<file path="config.mk">
export PLATFORM = sky130hd
export DESIGN_NAME = srs_top
export DESIGN_NICKNAME = d
export VERILOG_FILES = /design/src/pkg/srs_pkg.sv /design/src/pkg/srs_lpo_if.sv /design/src/hw/srs_top.sv /design/src/hw/srs_lpo_detect.sv
export SDC_FILE = /design/constraint.sdc
export NUM_CORES = 1
export LEC_CHECK = 0
export ABC_AREA = 1
export BUFFER_PORTS_ARGS = -buffer_cell sky130_fd_sc_hd__buf_4
export CAP_MARGIN = 20
export CORE_UTILIZATION = 47
export CTS_CLUSTER_SIZE = 8
export DETAILED_ROUTE_END_ITERATION = 12
export GPL_TIMING_DRIVEN = 0
export PLACE_DENSITY = 0.75
export SLEW_MARGIN = 5
export SYNTH_ARGS = -nofsm -noshare
export SYNTH_HDL_FRONTEND = slang
export SYNTH_HIERARCHICAL = 1
export SYNTH_SLANG_ARGS = --single-unit
export TNS_END_PERCENT = 30
</file>
<file path="constraint.sdc">
create_clock -name REF_CLK_IN -period 1.3 [get_ports REF_CLK_IN]
set_input_delay 0.065 -clock REF_CLK_IN [delete_from_list [all_inputs] [get_ports REF_CLK_IN]]
set_output_delay 0.065 -clock REF_CLK_IN [all_outputs]
set_load 0.03 [all_outputs]
</file>
<file path="src/pkg/srs_pkg.sv">
// constants shared by the startup reset sequencer
`default_nettype none
package srs_pkg;
  // ==========================================================
  // clock and counter geometry
  localparam int CLK_PERIOD_NS = 5;
  localparam int CNT_W = 20;
  localparam int LPO_CNT_W = 16;
  // ==========================================================
  // times in ns, as specified
  localparam int POR_TYP_NS = 3000000;
  localparam int POR_MIN_NS = 1500000;
  localparam int CLKREQ_DELAY_NS = 120000;
  localparam int SLEEP_MIN_NS = 4200000;
  // two periods of a 32.768 kHz clock, with margin
  localparam int LPO_WINDOW_NS = 100000;
  // ==========================================================
  // derived cycle counts (least times round up)
  localparam logic [CNT_W-1:0] POR_CYCLES = CNT_W'((POR_TYP_NS + CLK_PERIOD_NS - 1) / CLK_PERIOD_NS);
  localparam logic [CNT_W-1:0] POR_MIN_CYCLES = CNT_W'((POR_MIN_NS + CLK_PERIOD_NS - 1) / CLK_PERIOD_NS);
  localparam logic [CNT_W-1:0] CLKREQ_CYCLES = CNT_W'((CLKREQ_DELAY_NS + CLK_PERIOD_NS - 1) / CLK_PERIOD_NS);
  localparam logic [CNT_W-1:0] SLEEP_CYCLES = CNT_W'((SLEEP_MIN_NS + CLK_PERIOD_NS - 1) / CLK_PERIOD_NS);
  localparam logic [LPO_CNT_W-1:0] LPO_WINDOW_CYCLES =
    LPO_CNT_W'((LPO_WINDOW_NS + CLK_PERIOD_NS - 1) / CLK_PERIOD_NS);
  // ==========================================================
  // reset values and pin sync layout
  localparam logic [CNT_W-1:0] CNT_ZERO = 20'h00000;
  localparam logic [LPO_CNT_W-1:0] LPO_CNT_ZERO = 16'h0000;
  localparam int PIN_W = 3;
  localparam int PIN_EXT_RST_N = 0;
  localparam int PIN_SUPPLY_OK = 1;
  localparam int PIN_TCXO = 2;
  localparam logic [PIN_W-1:0] PIN_RESET_VAL = 3'h1;
  // ==========================================================
  // sequencer states
  typedef enum logic [1:0] {ST_HELD, ST_SLEEP, ST_RUN} srs_state_type;
endpackage : srs_pkg
`default_nettype wire

</file>
<file path="src/pkg/srs_lpo_if.sv">
// low-power clock detection result passed to the sequencer
`timescale 1ns/1ps
`default_nettype none
interface srs_lpo_if;
  logic present;
  logic valid;
  modport det (output present, output valid);
  modport seq (input present, input valid);
endinterface : srs_lpo_if
`default_nettype wire

</file>
<file path="src/hw/srs_top.sv">
// startup reset sequencer: reset merge, power-on reset, clock request, sleep timing
//
// Operation
// - chip reset held while pin or POR asserted
// - POR about 3 ms, never under 1.5 ms
// - startup from reset pin or power-up alone
// - clock request about 120 us after release
// - sleep at least 4.2 ms after release
// - no low-power clock activity selects internal oscillator
// - no oscillator module means crystal reference
`timescale 1ns/1ps
`default_nettype none
module srs_top
  import srs_pkg::*;
#(
  parameter logic [CNT_W-1:0] POR_CNT = POR_CYCLES,
  parameter logic [CNT_W-1:0] CLKREQ_CNT = CLKREQ_CYCLES,
  parameter logic [CNT_W-1:0] SLEEP_CNT = SLEEP_CYCLES,
  parameter logic [LPO_CNT_W-1:0] LPO_WINDOW = LPO_WINDOW_CYCLES,
  parameter logic HAS_CLK_REQ = 1'b1
)
(
  // clock and reset
  input wire logic REF_CLK_IN,
  input wire logic RST_N_IN,
  // external pins
  input wire logic EXT_RESET_N_IN,
  input wire logic CORE_SUPPLY_OK_IN,
  input wire logic LOW_POWER_OSC_CLOCK_IN,
  input wire logic TCXO_PRESENT_IN,
  // sequencing outputs
  output logic CHIP_RESET_N_OUT,
  output logic POR_ACTIVE_OUT,
  output logic CLK_REQ_OUT,
  output logic SLEEP_OUT,
  output logic STARTUP_DONE_OUT,
  // clock source selection
  output logic LPO_INTERNAL_SEL_OUT,
  output logic REF_CRYSTAL_SEL_OUT
);
  logic [PIN_W-1:0] pin_meta_ff;
  logic [PIN_W-1:0] pin_sync_ff;
  logic [CNT_W-1:0] por_cnt_ff;
  logic por_active_ff;
  logic chip_reset_n_ff;
  logic [CNT_W-1:0] rel_cnt_ff;
  logic clk_req_ff;
  logic sleep_ff;
  logic done_ff;
  logic lpo_internal_ff;
  logic ref_crystal_ff;
  srs_state_type state_ff;
  srs_state_type nxt_state;
  logic ext_asserted;
  logic sleep_over;
  // floor keeps its ratio to the configured count, so shortened counts stay checkable
  localparam logic [CNT_W-1:0] POR_FLOOR = CNT_W'(longint'(POR_CNT) * POR_MIN_NS / POR_TYP_NS);

  srs_lpo_if lpo_bus ();

  srs_lpo_detect #(
    .WINDOW_CYCLES(LPO_WINDOW)
  ) u_lpo_detect (
    .clk_in(REF_CLK_IN),
    .rst_n_in(RST_N_IN),
    .lpo_pin_in(LOW_POWER_OSC_CLOCK_IN),
    .lpo(lpo_bus.det)
  );

  assign ext_asserted = !pin_sync_ff[PIN_EXT_RST_N];
  assign sleep_over = (rel_cnt_ff >= SLEEP_CNT);

  // ==========================================================
  // two-stage synchronisers for the static pins
  always_ff @(posedge REF_CLK_IN)
  begin
    if (!RST_N_IN)
    begin
      pin_meta_ff <= PIN_RESET_VAL;
      pin_sync_ff <= PIN_RESET_VAL;
    end
    else
    begin
      pin_meta_ff <= {TCXO_PRESENT_IN, CORE_SUPPLY_OK_IN, EXT_RESET_N_IN};
      pin_sync_ff <= pin_meta_ff;
    end
  end

  // ==========================================================
  // power-on reset: restarts whenever the supply drops out
  always_ff @(posedge REF_CLK_IN)
  begin
    if (!RST_N_IN)
    begin
      por_cnt_ff <= CNT_ZERO;
      por_active_ff <= 1'b1;
    end
    else
    begin
      if (!pin_sync_ff[PIN_SUPPLY_OK])
        por_cnt_ff <= CNT_ZERO;
      else if (por_cnt_ff != POR_CNT)
        por_cnt_ff <= por_cnt_ff + 20'h00001;
      por_active_ff <= !pin_sync_ff[PIN_SUPPLY_OK] || (por_cnt_ff != POR_CNT);
    end
  end

  // ==========================================================
  // global reset: last of pin and POR to release wins
  always_ff @(posedge REF_CLK_IN)
  begin
    if (!RST_N_IN)
      chip_reset_n_ff <= 1'b0;
    else
      chip_reset_n_ff <= !(ext_asserted || por_active_ff);
  end

  // ==========================================================
  // time since release, saturating once sleep is over
  always_ff @(posedge REF_CLK_IN)
  begin
    if (!RST_N_IN)
      rel_cnt_ff <= CNT_ZERO;
    else if (!chip_reset_n_ff)
      rel_cnt_ff <= CNT_ZERO;
    else if (!sleep_over)
      rel_cnt_ff <= rel_cnt_ff + 20'h00001;
  end

  // ==========================================================
  // sequencer
  always_comb
  begin
    nxt_state = state_ff;
    case (state_ff)
      ST_HELD:
        if (chip_reset_n_ff)
          nxt_state = ST_SLEEP;
      ST_SLEEP:
        if (!chip_reset_n_ff)
          nxt_state = ST_HELD;
        else if (sleep_over)
          nxt_state = ST_RUN;
      ST_RUN:
        if (!chip_reset_n_ff)
          nxt_state = ST_HELD;
      default:
        nxt_state = ST_HELD;
    endcase
  end

  always_ff @(posedge REF_CLK_IN)
  begin
    if (!RST_N_IN)
      state_ff <= ST_HELD;
    else
      state_ff <= nxt_state;
  end

  // ==========================================================
  // sequencing outputs; clock request stays up until reset returns
  always_ff @(posedge REF_CLK_IN)
  begin
    if (!RST_N_IN)
    begin
      clk_req_ff <= 1'b0;
      sleep_ff <= 1'b1;
      done_ff <= 1'b0;
    end
    else
    begin
      clk_req_ff <= HAS_CLK_REQ && chip_reset_n_ff && (rel_cnt_ff >= CLKREQ_CNT);
      sleep_ff <= (nxt_state != ST_RUN);
      done_ff <= (nxt_state == ST_RUN);
    end
  end

  // ==========================================================
  // clock sources judged as sleep ends, when they must be stable
  always_ff @(posedge REF_CLK_IN)
  begin
    if (!RST_N_IN)
    begin
      lpo_internal_ff <= 1'b1;
      ref_crystal_ff <= 1'b1;
    end
    else if (state_ff == ST_SLEEP && nxt_state == ST_RUN)
    begin
      // a missing verdict (valid low, no window finished yet) counts as no external clock
      lpo_internal_ff <= !(lpo_bus.present && lpo_bus.valid);
      ref_crystal_ff <= !pin_sync_ff[PIN_TCXO];
    end
  end

  assign CHIP_RESET_N_OUT = chip_reset_n_ff;
  assign POR_ACTIVE_OUT = por_active_ff;
  assign CLK_REQ_OUT = clk_req_ff;
  assign SLEEP_OUT = sleep_ff;
  assign STARTUP_DONE_OUT = done_ff;
  assign LPO_INTERNAL_SEL_OUT = lpo_internal_ff;
  assign REF_CRYSTAL_SEL_OUT = ref_crystal_ff;
endmodule : srs_top
`default_nettype wire

</file>
<file path="src/hw/srs_lpo_detect.sv">
// activity detector for the external low-power clock pin
`timescale 1ns/1ps
`default_nettype none
module srs_lpo_detect
  import srs_pkg::*;
#(
  parameter logic [LPO_CNT_W-1:0] WINDOW_CYCLES = LPO_WINDOW_CYCLES
)
(
  input wire logic clk_in,
  input wire logic rst_n_in,
  input wire logic lpo_pin_in,
  srs_lpo_if.det lpo
);
  logic sync0_ff;
  logic sync1_ff;
  logic prev_ff;
  logic seen_ff;
  logic present_ff;
  logic valid_ff;
  logic [LPO_CNT_W-1:0] win_cnt_ff;
  logic edge_seen;
  logic win_end;

  assign edge_seen = sync1_ff ^ prev_ff;
  assign win_end = (win_cnt_ff == WINDOW_CYCLES - 16'h0001);
  assign lpo.present = present_ff;
  assign lpo.valid = valid_ff;

  // ==========================================================
  // pin synchroniser
  always_ff @(posedge clk_in)
  begin
    if (!rst_n_in)
    begin
      sync0_ff <= 1'b0;
      sync1_ff <= 1'b0;
      prev_ff <= 1'b0;
    end
    else
    begin
      sync0_ff <= lpo_pin_in;
      sync1_ff <= sync0_ff;
      prev_ff <= sync1_ff;
    end
  end

  // ==========================================================
  // window: absence of any edge for a whole window means no clock
  always_ff @(posedge clk_in)
  begin
    if (!rst_n_in)
    begin
      win_cnt_ff <= LPO_CNT_ZERO;
      seen_ff <= 1'b0;
      present_ff <= 1'b0;
      valid_ff <= 1'b0;
    end
    else if (win_end)
    begin
      win_cnt_ff <= LPO_CNT_ZERO;
      seen_ff <= 1'b0;
      present_ff <= seen_ff | edge_seen;
      valid_ff <= 1'b1;
    end
    else
    begin
      win_cnt_ff <= win_cnt_ff + 16'h0001;
      seen_ff <= seen_ff | edge_seen;
    end
  end
endmodule : srs_lpo_detect
`default_nettype wire

</file>
==> impl_metrics.toml <==
[global_routing]
grt_overflow = 0
grt_antenna_before_repair = 0
grt_pass1_wl_mm = 14.4
grt_usage_pct = 21.3
grt_pass1_vias = 3353
grt_max_degree = 14

[timing]
relSlewSlack_pct = 77.4
slew_violations = 0
skew_ns = 0.00879
max_freq_ghz = 0.716
hold_viol = 0
fin_crit_sh_pct = 107
finalWorstSetupSlack_ns = -0.0971
finalSetupViolCount = 28
tightest_slew_ns = 0.338
rsz0062_at_grt = "yes"
final.min_clock_period_ns = 1.40

[status]
status = "complete, but fails checks"
failed_checks = "negative setup slack"

[placement]
gp_congestion = 0.953
numPortBuffers = 12
dp_hpwl_mm = 5.67

[power_and_ir_drop]
finalPower_uw = 4650
ir_drop_mv = 0.856
p_leak_uw = 0.00190
p_per_area_nw_per_um2 = 931

[die]
core_um2 = 7770
initial_core_util_pct = 48.8
std_cell_rows = 32
num_io_pins = 13
die-area_um2 = 8430
die_h_um = 91.8
die_w_um = 91.8

[synth]
ys_warn_count = 6
syn_inst = 562
async_flop_share_pct = 0
synth_seq_cells = 77
syn_area_per_cell_um2 = 6.75
synthFlopType = "dfxtp_1"
yosysSeqAreaShare_pct = 40.7
syn_area_um2 = 3790
yosysTopAreaCell = "dfxtp_1"
yosysUniqueCellTypes = 35
synth_top_area_share_pct = 40.7
synth.area.top_cells = "dfxtp_1 41%, nand2_1 14%, nor2_1 8.1%, inv_1 7.5%, nand3_1 5.9%"
synth-edff-count = 0
synth_nets = 573
synthTopCellsByCount = "143 x nand2_1, 82 x nor2_1, 77 x dfxtp_1, 76 x inv_1, 45 x nand3_1"
yosysMostFrequentCell = "nand2_1"

[cells_and_area]
antenna_cells = 0
layout.nets = 626
drive_above_1_share_pct = 29.4
final_util_pct = 64.3
synthToLayoutAreaGrowth_pct = 31.8

[clocking]
numCtsBuffers = 9
cts_sinks = 77
path_clk_slew_ns = 0.08
tritoncts = "yes"
clock_path_buffers = 2
htree_levels = 3
clock_latency_ns = 0.36
root_buffer = "clkbuf_8"

[worst_setup_path]
crit_fanout = 6
cpLargestDelayFamily = "simple AND/OR/NAND/NOR gates"
cp_data_arrival_time_ns = 1.68
worst_ep_required_time_ns = 1.58
path_class = "register to register"
path_cells = "nor2_4 -> nand2_2 -> nor2_4 -> nand2_2 -> nand2_4 -> buf_6 -> nand2_1 -> a21oi_1"
start_kind = "register"
slowest_stage = "dfxtp_4"
critical_path_buf_inv_count = 1
critPathMaxStageDelay_ns = 0.36
cp-end-kind = "register"

[route]
dr.pass1.iters = 5
num_vias = 3746
vias_per_cell = 5.19
drc_errors = 0
antenna_left = 0
wl_per_cell_um = 12.9
drt_iter0_markers = 196
wl_mm = 9.29

[worst_hold_path]
hold_class = "primary input to register"

[run]
drv_cap = 0
-- layer usage --
layer,vias to the layer above,track usage [%],wire length [µm]
li1,1897,-,-
met1,1742,27.4,4150
met2,90,35.0,4490
met3,17,3.81,453
met4,0,8.98,204
met5,-,0,0
-- timing repair --
item	CTS	global route
cloned	2	1
setup buffers	13	7
resized for setup	59	104
endpoints found under the hold margin	7	0
hold buffers	7	0
setup endpoints to repair	53	61
pin swaps	16	33
-- worst register-to-register path, cell delays in order, from the launching register on --
cell	delay (ns)
dfxtp_4	0.36
nor2_4	0.14
nand2_2	0.10
nor2_4	0.16
nand2_2	0.08
nand2_4	0.14
buf_6	0.15
nand2_1	0.06
a21oi_1	0.14
-- final timing paths --
check                                    from                                  end  slack, ns  cells past startpoint
setup / recovery  rel_cnt_ff[17]$_SDFFE_PN0N_           rel_cnt_ff[8]$_SDFFE_PN0N_       -0.1                      8
hold / removal                       RST_N_IN  u_lpo_detect/lpo.valid$_SDFFE_PN0N_       0.01                      2
setup reg to reg  rel_cnt_ff[17]$_SDFFE_PN0N_           rel_cnt_ff[8]$_SDFFE_PN0N_       -0.1                      8
hold reg to reg     pin_meta_ff[1]$_SDFF_PN0_            pin_sync_ff[1]$_SDFF_PN0_       0.41                      2
-- per-stage QoR --
step           hold slack, ns  setup slack (ns)  setup TNS, ns  std cells  cell area, µm²
2_1_floorplan           0.158          -0.00527       -0.00548        562            3810
3_3_place_gp            0.246            -0.180          -4.73        676            4030
3_5_place_dp            0.251            -0.209          -6.24        676            4030
4_1_cts               0.00592           -0.0475         -0.518        714            4630
5_1_grt                0.0202            -0.179          -4.69        722            5000
6_report               0.0136           -0.0971          -1.47        722            5000
-- kinds of logic after synthesis --
logic type                 share of synthesized area [%]
adders and majority gates                           1.65
buffers and inverters                               9.50
and+or+nand+nor                                     36.1
DFF                                                 40.7
AOI/OAI and AO/OA                                   9.31
xor gates and xnor gates                            2.77
-- flip-flops by register name, summed over array words and instances, names as in the netlist --
register / count
u_lpo_detect/sync0_ff: 1
CHIP_RESET_N_OUT: 1
u_lpo_detect/sync1_ff: 1
SLEEP_OUT: 1
pin_sync_ff: 3
u_lpo_detect/lpo.valid: 1
u_lpo_detect/win_cnt_ff: 16
REF_CRYSTAL_SEL_OUT: 1
LPO_INTERNAL_SEL_OUT: 1
POR_ACTIVE_OUT: 1
u_lpo_detect/seen_ff: 1
pin_meta_ff: 3
u_lpo_detect/prev_ff: 1
state_ff: 2
u_lpo_detect/lpo.present: 1
CLK_REQ_OUT: 1
STARTUP_DONE_OUT: 1
rel_cnt_ff: 20
por_cnt_ff: 20
-- layout by cell type, fill, tap and decap left out, drive strengths merged --
cell and n:
a211oi 1, a21boi 1, a21oi 39, a41oi 1
and2 1, buf 40, bufinv 2, clkbuf 15
clkinv 1, dfxtp 77, dlygate4sd3 7, ha 5
inv 80, nand2 148, nand3 47, nand3b 1
nand4 14, nor2 86, nor2b 1, nor3 13
o21a 1, o21ai 20, o21bai 3, or2 4
xnor2 3, xor2 9
-- power breakdown --
part           total (µW)  internal (µW)  leakage [µW]  switching (µW)
Clock                2160           1250      0.000123             912
Sequential           2370           2350      0.000644            17.9
Combinational         119           61.3       0.00113            57.8
Total                4650           3660       0.00190             988
-- final cells by class --
type,instances,area [µm²]
buffer,8,81.3
clock buffer,12,165
clock inverter,4,77.6
fill,657,2770
inverter,79,299
multi-input combinational,398,2250
sequential,77,1620
tap,102,128
timing repair buffer,42,374
(Power assumes the default switching activity.)
